### src/verilog/cgc_pkg.sv
package cgc_pkg;
  localparam int unsigned DATA_W = 32;
  localparam int unsigned ADDR_W = 8;
  // register byte addresses
  localparam logic [7:0] ADDR_CTL    = 8'h00;
  localparam logic [7:0] ADDR_MULT   = 8'h04;
  localparam logic [7:0] ADDR_TRIM   = 8'h08;
  localparam logic [7:0] ADDR_DIV    = 8'h0c;
  localparam logic [7:0] ADDR_STAGE  = 8'h10;
  localparam logic [7:0] ADDR_CONFIG = 8'h14;
  // control register bit positions
  localparam int unsigned B_IRQ_EN   = 7;
  localparam int unsigned B_MFLAG    = 6;
  localparam int unsigned B_MON_EN   = 5;
  localparam int unsigned B_SEL      = 4;
  localparam int unsigned B_INT_ON   = 3;
  localparam int unsigned B_INT_STB  = 2;
  localparam int unsigned B_EXT_ON   = 1;
  localparam int unsigned B_EXT_STB  = 0;
  // reset values
  localparam logic [6:0] RST_MULT    = 7'h15;
  localparam logic [7:0] RST_TRIM    = 8'h80;
  localparam logic [3:0] RST_DIV     = 4'h0;
  localparam logic [7:0] RST_STAGE   = 8'h00;
  localparam logic       RST_SLOW    = 1'b0;
  // external startup delay in external clock cycles
  localparam logic [12:0] EXT_START_CNT = 13'h1000;
  // monitor limits, in edges of the other clock
  localparam int unsigned MON_W          = 12;
  localparam logic [11:0] LIM_INT_FAST   = 12'h100;
  localparam logic [11:0] LIM_INT_SLOW   = 12'h010;
  localparam logic [11:0] LIM_EXT_FAST   = 12'h010;
  localparam logic [11:0] LIM_EXT_SLOW   = 12'h400;
  localparam logic [1:0]  RESP_OKAY      = 2'h0;
  localparam logic [1:0]  RESP_SLVERR    = 2'h2;
endpackage

### src/verilog/cgc_edge_watch.sv
`timescale 1ns/1ps
// counts reference edges since the last watched edge; flags loss at the limit
module cgc_edge_watch #(
  parameter int unsigned CW = 12
) (
  input  wire logic          aclk,
  input  wire logic          aresetn,
  input  wire logic          enable,
  input  wire logic          watched_edge,
  input  wire logic          ref_edge,
  input  wire logic [CW-1:0] limit,
  output logic               lost
);
  logic [CW-1:0] cnt;
  wire  [CW-1:0] cnt_inc = cnt + {{(CW-1){1'b0}}, 1'b1};

  always_ff @(posedge aclk)
  begin
    if (!aresetn || !enable)
    begin
      cnt  <= '0;
      lost <= 1'b0;
    end
    else if (watched_edge)
    begin
      cnt  <= '0;
      lost <= 1'b0;
    end
    else if (ref_edge && !lost)
    begin
      cnt  <= cnt_inc;
      lost <= (cnt_inc >= limit);
    end
  end
endmodule // cgc_edge_watch

### src/verilog/cgc_top.sv
// Operation
// - slow option lowers amplifier drive for 30-100 kHz crystals; clear drives 1-8 MHz.
// - slow option makes monitor expect external clock slower than base clock, else faster.
// - slow-crystal option resets clear, meaning high-frequency crystal operation.
// - monitor on refuses multiplier/trim/divider/stage writes; divider/stage need internal off.
// - multiplier or trim write clears internal-stable; accepted only with monitor bits clear.
// - interrupt request is high while interrupt enable and monitor flag are both set.
// - interrupt enable sets only after monitor on a cycle; cleared when monitor off.
// - monitor flag sets when enabled monitor sees either clock go inactive.
// - flag cleared by read-while-set then write zero; cleared when monitor off.
// - monitor enable sets only with both generators on and both stable.
// - monitor enable held while flag set; cleared when either generator is off.
// - clock select one picks external clock, zero picks internal clock.
// - select sets needing external on and stable; clears needing internal on and stable.
// - select forced one on internal loss or off; zero on external loss or off.
// - internal generator may turn off only with select one and monitor off.
// - internal generator forced on while monitor on or select zero, and at reset.
// - internal-stable sets once internal generator reports frequency within about 5 percent.
// - internal-stable cleared on internal loss, generator off, multiplier write, reset.
// - external off needs select and monitor zero; forced on if either is one.
// - external-stable sets after 4096 external cycles since enable; a startup delay only.
// - external-stable cleared on external loss, generator off, and reset.
// - stop mode halts activity, holds output clock low, keeps register contents.
//
// Added by the designer: register access over AXI4-Lite and the register offsets.
`timescale 1ns/1ps
module cgc_top (
  input  wire logic                       aclk,
  input  wire logic                       aresetn,
  input  wire logic                       s_axi_awvalid,
  output logic                            s_axi_awready,
  input  wire logic [cgc_pkg::ADDR_W-1:0] s_axi_awaddr,
  input  wire logic                       s_axi_wvalid,
  output logic                            s_axi_wready,
  input  wire logic [cgc_pkg::DATA_W-1:0] s_axi_wdata,
  input  wire logic [3:0]                 s_axi_wstrb,
  output logic                            s_axi_bvalid,
  input  wire logic                       s_axi_bready,
  output logic [1:0]                      s_axi_bresp,
  input  wire logic                       s_axi_arvalid,
  output logic                            s_axi_arready,
  input  wire logic [cgc_pkg::ADDR_W-1:0] s_axi_araddr,
  output logic                            s_axi_rvalid,
  input  wire logic                       s_axi_rready,
  output logic [cgc_pkg::DATA_W-1:0]      s_axi_rdata,
  output logic [1:0]                      s_axi_rresp,
  input  wire logic                       internal_clock,
  input  wire logic                       external_clock,
  input  wire logic                       internal_in_range,
  input  wire logic                       stop_mode,
  output logic                            osc_output_clock,
  output logic                            amp_low_drive,
  output logic                            internal_gen_enable,
  output logic                            external_gen_enable,
  output logic                            monitor_irq
);
  import cgc_pkg::*;

  // register state
  logic       monitor_irq_enable;
  logic       monitor_flag;
  logic       monitor_enable;
  logic       clock_select;
  logic       internal_gen_on;
  logic       internal_stable;
  logic       external_gen_on;
  logic       external_stable;
  logic [6:0] freq_multiplier_reg;
  logic [7:0] capacitor_trim_reg;
  logic [3:0] divide_by_two_count;
  logic [7:0] oscillator_stage_count;
  logic       slow_crystal_option;
  logic       flag_read_armed;
  logic [12:0] ext_start_cnt;

  // bus slave state
  logic                aw_held;
  logic                w_held;
  logic [ADDR_W-1:0]   aw_addr;
  logic [DATA_W-1:0]   w_data;
  logic                w_lane0;

  // sampled clock pins for edge detection
  logic int_q;
  logic ext_q;
  wire  int_edge = internal_clock & ~int_q;
  wire  ext_edge = external_clock & ~ext_q;
  wire  active   = ~stop_mode;

  function automatic logic hit(input logic [ADDR_W-1:0] a, input logic [7:0] r);
    hit = (a == r);
  endfunction
  function automatic logic mapped(input logic [ADDR_W-1:0] a);
    mapped = hit(a, ADDR_CTL) | hit(a, ADDR_MULT) | hit(a, ADDR_TRIM) |
             hit(a, ADDR_DIV) | hit(a, ADDR_STAGE) | hit(a, ADDR_CONFIG);
  endfunction
  // write decode
  wire       wr_fire   = aw_held & w_held & ~s_axi_bvalid;
  wire       wr_do     = wr_fire & w_lane0;
  wire [7:0] wd        = w_data[7:0];
  wire       ctl_wr    = wr_do & hit(aw_addr, ADDR_CTL);
  wire       mon_clear = ~monitor_irq_enable & ~monitor_flag & ~monitor_enable;
  wire       mult_wr   = wr_do & hit(aw_addr, ADDR_MULT) & mon_clear;
  wire       trim_wr   = wr_do & hit(aw_addr, ADDR_TRIM) & mon_clear;
  wire       dcoparm_ok = ~monitor_enable & ~internal_gen_on & clock_select & external_gen_on;
  wire       div_wr    = wr_do & hit(aw_addr, ADDR_DIV) & dcoparm_ok;
  wire       stage_wr  = wr_do & hit(aw_addr, ADDR_STAGE) & dcoparm_ok;
  wire       cfg_wr    = wr_do & hit(aw_addr, ADDR_CONFIG);

  // read decode
  wire       rd_fire   = s_axi_arvalid & s_axi_arready;
  wire [7:0] ctl_value = {monitor_irq_enable, monitor_flag, monitor_enable, clock_select,
                          internal_gen_on, internal_stable, external_gen_on, external_stable};
  wire [7:0] rd_byte   = hit(s_axi_araddr, ADDR_CTL)   ? ctl_value :
                         hit(s_axi_araddr, ADDR_MULT)  ? {1'b0, freq_multiplier_reg} :
                         hit(s_axi_araddr, ADDR_TRIM)  ? capacitor_trim_reg :
                         hit(s_axi_araddr, ADDR_DIV)   ? {4'h0, divide_by_two_count} :
                         hit(s_axi_araddr, ADDR_STAGE) ? oscillator_stage_count :
                         hit(s_axi_araddr, ADDR_CONFIG) ? {7'h00, slow_crystal_option} : 8'h00;

  // clock monitor: each clock is watched against edges of the other
  logic internal_lost;
  logic external_lost;
  wire  mon_run = monitor_enable & active;
  wire [MON_W-1:0] int_limit = slow_crystal_option ? LIM_INT_SLOW : LIM_INT_FAST;
  wire [MON_W-1:0] ext_limit = slow_crystal_option ? LIM_EXT_SLOW : LIM_EXT_FAST;
  cgc_edge_watch #(.CW(MON_W)) u_int_watch (
    .aclk         (aclk),
    .aresetn      (aresetn),
    .enable       (mon_run),
    .watched_edge (int_edge),
    .ref_edge     (ext_edge),
    .limit        (int_limit),
    .lost         (internal_lost)
  );
  cgc_edge_watch #(.CW(MON_W)) u_ext_watch (
    .aclk         (aclk),
    .aresetn      (aresetn),
    .enable       (mon_run),
    .watched_edge (ext_edge),
    .ref_edge     (int_edge),
    .limit        (ext_limit),
    .lost         (external_lost)
  );

  // control register next values; forces take priority over software
  wire all_good = internal_gen_on & external_gen_on & internal_stable & external_stable;
  wire next_monitor_enable =
    monitor_flag ? 1'b1 :
    (~internal_gen_on | ~external_gen_on) ? 1'b0 :
    ctl_wr ? (wd[B_MON_EN] ? (monitor_enable | all_good) : 1'b0) :
    monitor_enable;
  wire next_monitor_irq_enable =
    ~monitor_enable ? 1'b0 :
    ctl_wr ? (wd[B_IRQ_EN] & (monitor_irq_enable | (internal_stable & external_stable))) :
    monitor_irq_enable;
  wire flag_set = mon_run & (internal_lost | external_lost);
  wire next_monitor_flag =
    ~monitor_enable ? 1'b0 :
    flag_set ? 1'b1 :                                                 // set beats clear
    (ctl_wr & flag_read_armed & ~wd[B_MFLAG]) ? 1'b0 :
    monitor_flag;
  wire next_clock_select =
    ((mon_run & internal_lost) | ~internal_gen_on) ? 1'b1 :
    ((mon_run & external_lost) | ~external_gen_on) ? 1'b0 :
    ctl_wr ? (wd[B_SEL] ? (clock_select | (external_gen_on & external_stable))
                        : (clock_select & ~(internal_gen_on & internal_stable))) :
    clock_select;
  wire next_internal_gen_on =
    (monitor_enable | ~clock_select) ? 1'b1 :
    ctl_wr ? wd[B_INT_ON] :
    internal_gen_on;
  wire next_external_gen_on =
    (monitor_enable | clock_select) ? 1'b1 :
    ctl_wr ? wd[B_EXT_ON] :
    external_gen_on;
  wire next_internal_stable =
    ((mon_run & internal_lost) | ~internal_gen_on | mult_wr | trim_wr) ? 1'b0 :
    (active & internal_in_range) ? 1'b1 :
    internal_stable;
  wire ext_count_done = (ext_start_cnt == EXT_START_CNT);
  wire next_external_stable =
    ((mon_run & external_lost) | ~external_gen_on) ? 1'b0 :
    ext_count_done ? 1'b1 :
    external_stable;

  always_ff @(posedge aclk)
  begin
    if (!aresetn)
    begin
      monitor_irq_enable <= 1'b0;
      monitor_flag       <= 1'b0;
      monitor_enable     <= 1'b0;
      clock_select       <= 1'b0;
      internal_gen_on    <= 1'b1;
      internal_stable    <= 1'b0;
      external_gen_on    <= 1'b0;
      external_stable    <= 1'b0;
      flag_read_armed    <= 1'b0;
    end
    else
    begin
      monitor_irq_enable <= next_monitor_irq_enable;
      monitor_flag       <= next_monitor_flag;
      monitor_enable     <= next_monitor_enable;
      clock_select       <= next_clock_select;
      internal_gen_on    <= next_internal_gen_on;
      internal_stable    <= next_internal_stable;
      external_gen_on    <= next_external_gen_on;
      external_stable    <= next_external_stable;
      if (rd_fire && hit(s_axi_araddr, ADDR_CTL) && monitor_flag)
        flag_read_armed <= 1'b1;
      else if (ctl_wr || !monitor_flag)
        flag_read_armed <= 1'b0;
    end
  end

  // tuning registers and configuration option
  always_ff @(posedge aclk)
  begin
    if (!aresetn)
    begin
      freq_multiplier_reg    <= RST_MULT;
      capacitor_trim_reg     <= RST_TRIM;
      divide_by_two_count    <= RST_DIV;
      oscillator_stage_count <= RST_STAGE;
      slow_crystal_option    <= RST_SLOW;
    end
    else
    begin
      if (mult_wr)
        freq_multiplier_reg <= wd[6:0];
      if (trim_wr)
        capacitor_trim_reg <= wd;
      if (div_wr)
        divide_by_two_count <= wd[3:0];
      if (stage_wr)
        oscillator_stage_count <= wd;
      if (cfg_wr)
        slow_crystal_option <= wd[0];
    end
  end

  // startup delay counts external edges from the moment the generator is on
  always_ff @(posedge aclk)
  begin
    if (!aresetn || !external_gen_on)
      ext_start_cnt <= '0;
    else if (active && ext_edge && !ext_count_done)
      ext_start_cnt <= ext_start_cnt + 13'h0001;
  end

  // pin sampling and outputs; stop holds the output clock low
  always_ff @(posedge aclk)
  begin
    if (!aresetn)
    begin
      int_q               <= 1'b0;
      ext_q               <= 1'b0;
      osc_output_clock    <= 1'b0;
      amp_low_drive       <= 1'b0;
      internal_gen_enable <= 1'b0;
      external_gen_enable <= 1'b0;
      monitor_irq         <= 1'b0;
    end
    else
    begin
      int_q               <= internal_clock;
      ext_q               <= external_clock;
      osc_output_clock    <= active & (clock_select ? external_clock : internal_clock);
      amp_low_drive       <= slow_crystal_option;
      internal_gen_enable <= internal_gen_on & active;
      external_gen_enable <= external_gen_on & active;
      monitor_irq         <= monitor_irq_enable & monitor_flag;
    end
  end

  // AXI4-Lite slave: address and data taken in either order, one write and one read at a time
  always_ff @(posedge aclk)
  begin
    if (!aresetn)
    begin
      aw_held       <= 1'b0;
      w_held        <= 1'b0;
      aw_addr       <= '0;
      w_data        <= '0;
      w_lane0       <= 1'b0;
      s_axi_awready <= 1'b0;
      s_axi_wready  <= 1'b0;
      s_axi_bvalid  <= 1'b0;
      s_axi_bresp   <= RESP_OKAY;
    end
    else
    begin
      s_axi_awready <= ~aw_held & ~s_axi_awready & s_axi_awvalid;
      s_axi_wready  <= ~w_held & ~s_axi_wready & s_axi_wvalid;
      if (s_axi_awvalid && s_axi_awready)
      begin
        aw_held <= 1'b1;
        aw_addr <= s_axi_awaddr;
      end
      if (s_axi_wvalid && s_axi_wready)
      begin
        w_held  <= 1'b1;
        w_data  <= s_axi_wdata;
        w_lane0 <= s_axi_wstrb[0];
      end
      if (wr_fire)
      begin
        s_axi_bvalid <= 1'b1;
        s_axi_bresp  <= mapped(aw_addr) ? RESP_OKAY : RESP_SLVERR;
        aw_held      <= 1'b0;
        w_held       <= 1'b0;
      end
      else if (s_axi_bvalid && s_axi_bready)
        s_axi_bvalid <= 1'b0;
    end
  end

  always_ff @(posedge aclk)
  begin
    if (!aresetn)
    begin
      s_axi_arready <= 1'b0;
      s_axi_rvalid  <= 1'b0;
      s_axi_rdata   <= '0;
      s_axi_rresp   <= RESP_OKAY;
    end
    else
    begin
      s_axi_arready <= ~s_axi_arready & ~s_axi_rvalid & s_axi_arvalid;
      if (rd_fire)
      begin
        s_axi_rvalid <= 1'b1;
        s_axi_rdata  <= {24'h000000, rd_byte};
        s_axi_rresp  <= mapped(s_axi_araddr) ? RESP_OKAY : RESP_SLVERR;
      end
      else if (s_axi_rvalid && s_axi_rready)
        s_axi_rvalid <= 1'b0;
    end
  end
endmodule // cgc_top

### config.mk
export PLATFORM = sky130hd
export DESIGN_NAME = cgc_top
export DESIGN_NICKNAME = d
export VERILOG_FILES = /design/src/verilog/cgc_pkg.sv /design/src/verilog/cgc_edge_watch.sv /design/src/verilog/cgc_top.sv
export SDC_FILE = /design/constraint.sdc
export NUM_CORES = 1
export LEC_CHECK = 0
export ABC_AREA = 1
export BUFFER_PORTS_ARGS = -buffer_cell sky130_fd_sc_hd__buf_2
export CAP_MARGIN = 0
export CORE_AREA = 5 5 114 116
export DETAILED_ROUTE_END_ITERATION = 8
export DIE_AREA = 0 0 119 121
export PLACE_DENSITY_LB_ADDON = 0.08
export SYNTH_ARGS = -nofsm -noshare
export SYNTH_HDL_FRONTEND = slang
export SYNTH_SLANG_ARGS = --single-unit
### constraint.sdc
create_clock -name aclk -period 1.93 [get_ports aclk]
set_input_delay 0.0965 -clock aclk [delete_from_list [all_inputs] [get_ports aclk]]
set_output_delay 0.0965 -clock aclk [all_outputs]
set_load 0.02 [all_outputs]
==> results.json <==
{
  "status": "completed",
  "critPathKind": "reg -> reg",
  "clk_path_buf_depth": 2,
  "n_antenna_cell": 0,
  "drt_iter0_drc": 362,
  "cts_root_buffer": "clkbuf_16",
  "cts.sinks": 117,
  "pwr-share-comb_pct": 5.5,
  "tightest_slew_ns": 0.6118,
  "port_buffers": 55,
  "pwr-share-seq_pct": 39.6,
  "min_period_over_period_pct": 96.26,
  "synth_top_cells_by_count": "nand2_1, dfxtp_1, inv_1",
  "finClkSkew_ns": 0.009433,
  "num_vias": 5297,
  "clkLatencyLatePin_ns": 0.42,
  "tns_ns": 0,
  "r2r.worst_path.cells": 16,
  "place_area_sq_um": 6141,
  "fp.dieW_um": 119,
  "gp_congestion": 0.8639,
  "critical-path-slowest-cell": "dfxtp_2",
  "rsz0062_at_grt": "yes",
  "grt_pass1_vias": 4993,
  "grt_max_degree": 33,
  "cp_slowest_stage_delay_ns": 0.35,
  "critPathCapture": "u_ext_watch.lost$_SDFFE_PP0P_",
  "track_usage_pct": 19.43,
  "pwr-share-clk_pct": 54.9,
  "yosys_register_bits": 117,
  "wl_per_cell_um": 12.95,
  "rows": 40,
  "start_util_pct": 48.60,
  "cts_buffers": 17,
  "wl_um": 13860,
  "synth_edf_count": 0,
  "synthTopCellsByArea": "dfxtp_1, nand2_1, inv_1",
  "drv_slew": 0,
  "synthToLayoutAreaGrowth_pct": 23.93,
  "fillerInstances": 1113,
  "via_per_inst": 4.950,
  "fmaxAchievable_mhz": 538.3,
  "synth-async-reset-ratio_pct": 0,
  "design_area_sq_um": 7114,
  "timing.rr.end": "u_ext_watch.lost$_SDFFE_PP0P_",
  "p_int_mw": 4.908,
  "yosys_warnings": 0,
  "hpwl_um": 10200,
  "vdd_drop_max_mv": 0.7420,
  "end_kind": "register",
  "cp-start-kind": "register",
  "hp-class": "in -> reg",
  "avgSynthCellArea_sq_um": 7.061,
  "core_sq_um": 11810,
  "p_per_area_nw_per_um2": 877.9,
  "cp_data_required_time_ns": 2.24,
  "synth_area_sq_um": 5741,
  "sw_frac_of_total_pct": 21.42,
  "synth_cell_types": 42,
  "final_antenna_net_count": 0,
  "reg2reg_from": "u_ext_watch.cnt[0]$_SDFFE_PP0P_",
  "yosys.area.top_type_share_pct": 40.80,
  "clkTransAtPathRegs_ns": 0.05,
  "reg_top3": "ext_start_cnt (13), u_ext_watch.cnt (12), u_int_watch.cnt (12)",
  "dieArea_sq_um": 14400,
  "ys.flop_type": "dfxtp_1",
  "synthCells": 813,
  "seq_area_frac_synth_pct": 40.80,
  "drv_cap": 0,
  "slew_headroom_pct": 59.07,
  "die_height_um": 121,
  "critPathMaxFanout": 2,
  "crit_top_cell": "nand2_1",
  "setup_viol_count_final": 0,
  "critPathArrivalTime_ns": 2.17,
  "grt_pass1_wl_um": 22880,
  "setup_ws_ns": 0.07224,
  "drcViolationCount": 0,
  "largest_reg_flops": 13,
  "finalHoldViolCount": 0,
  "p_total_mw": 6.245,
  "nets": 983,
  "firstDrtPassIters": 5,
  "r2r_slack_ns": 0.07,
  "grt-ovfl-total": 0,
  "yosysTopAreaCell": "dfxtp_1",
  "power.switching_mw": 1.338,
  "power_leakage_nw": 3.095,
  "dp_slack_ns": 0.007410,
  "h-tree-depth": 4,
  "cts_tree": "done",
  "ioPinCount": 109,
  "antenna_found_initial": 0,
  "top_register": "ext_start_cnt",
  "min_period_ns": 1.858,
  "cp_cell_sequence": "ha_4, nand2_4, nor2_4, xor2_1, inv_1, ha_1, inv_1, nor2_1, nand3_1, nand2_1, nor2_1, nand3_1, nand2_1, nand2_1, nand2_1, a21oi_1",
  "layout-drive-gt1-share_pct": 14.84,
  "final_util_pct": 60.23,
  "synth.most_common_cell": "nand2_1",
  "crit_start": "u_ext_watch.cnt[0]$_SDFFE_PP0P_"
}
-- cells in the final DEF, fill, tap and decap left out, types with 20 or more instances in the layout --
cell type,Yosys,routed
conb_1,1,26
o21ai_0,65,65
a21oi_1,71,70
buf_4,28,20
nand3_1,43,42
dfxtp_1,117,113
buf_2,2,55
dlygate4sd3_1,0,23
inv_1,113,113
nor2_1,91,88
nand2_1,153,150
-- repair_timing --
item                                    4_1_cts  5_1_grt
endpoints found under the hold margin        24        0
cloned                                        0        0
hold buffers                                 23        0
pin swaps                                     0        5
gates resized for setup                       1       19
endpoints found under the setup margin        1        2
setup buffers                                 0        3
-- layout make-up --
type	count	area [sq um]	area share (%)
multi-input combinational	556	2834	39.83
sequential	117	2347	32.99
timing repair buffer	98	655.6	9.216
clock buffer	22	464.2	6.525
inverter	121	454.2	6.384
tap	147	183.9	2.585
clock inverter	9	175.2	2.462
-- power by group through the flow --
| stage | logic, mW | registers, mW | clock network [mW] |
|---|---|---|---|
| 3_5_place_dp | 0.303 | 2.52 | 0 |
| 2_1_floorplan | 0.238 | 2.53 | 0 |
| 6_report | 0.341 | 2.47 | 3.43 |
| 3_3_place_gp | 0.298 | 2.52 | 0 |
| 5_1_grt | 0.381 | 2.48 | 3.58 |
| 4_1_cts | 0.339 | 2.47 | 3.48 |
-- worst max-delay path: cells and delay by family, from the launching register on --
family	cells	cell delay, ns
buffers and inverters	2	0.13
adder cells (fa/ha/maj)	2	0.41
flip-flops	1	0.35
XOR/XNOR	1	0.14
AND/OR/NAND/NOR	10	0.65
AO/OA/AOI/OAI	1	0.05
-- worst min path at each step --
stage	from	end	slack (ns)	cells past startpoint
2_1_floorplan	external_clock	ext_q$_SDFF_PN0_	0.19	2
4_1_cts	s_axi_wdata[0]	w_data[0]$_SDFFE_PN0P_	0.003	3
5_1_grt	s_axi_wdata[0]	w_data[0]$_SDFFE_PN0P_	0.01	3
6_report	s_axi_wdata[0]	w_data[0]$_SDFFE_PN0P_	0.007	3
3_5_place_dp	external_clock	ext_q$_SDFF_PN0_	0.33	3
3_3_place_gp	external_clock	ext_q$_SDFF_PN0_	0.32	3
-- kinds of logic (layout without fill, tap and decap cells) --
group,count (synthesis),after routing,synth area share (%)
buffers and inverters,165,250,12.79
DFF,117,117,40.80
xor gates and xnor gates,14,14,2.136
AOI/OAI and AO/OA,174,174,17.18
adders and majority gates,9,9,1.962
other,1,26,0.06533
and+or+nand+nor,333,333,25.07
-- per-stage QoR --
step / hold WS [ns] / instances
2_1_floorplan: 0.1941 / 838
3_3_place_gp: 0.3179 / 1013
3_5_place_dp: 0.3303 / 1013
4_1_cts: 0.003029 / 1067
5_1_grt: 0.01018 / 1070
6_report: 0.006849 / 1070
-- routing by layer --
layer,wire length (um),vias up,part of all wire [%],track usage [%]
met5,0,-,0,0
met3,756,16,5.5,5.361
met2,6295,118,45,30.98
met4,172,0,1.2,6.372
met1,6634,2356,48,25.46
li1,-,2807,-,-
Power figures use the tool's default switching activity.
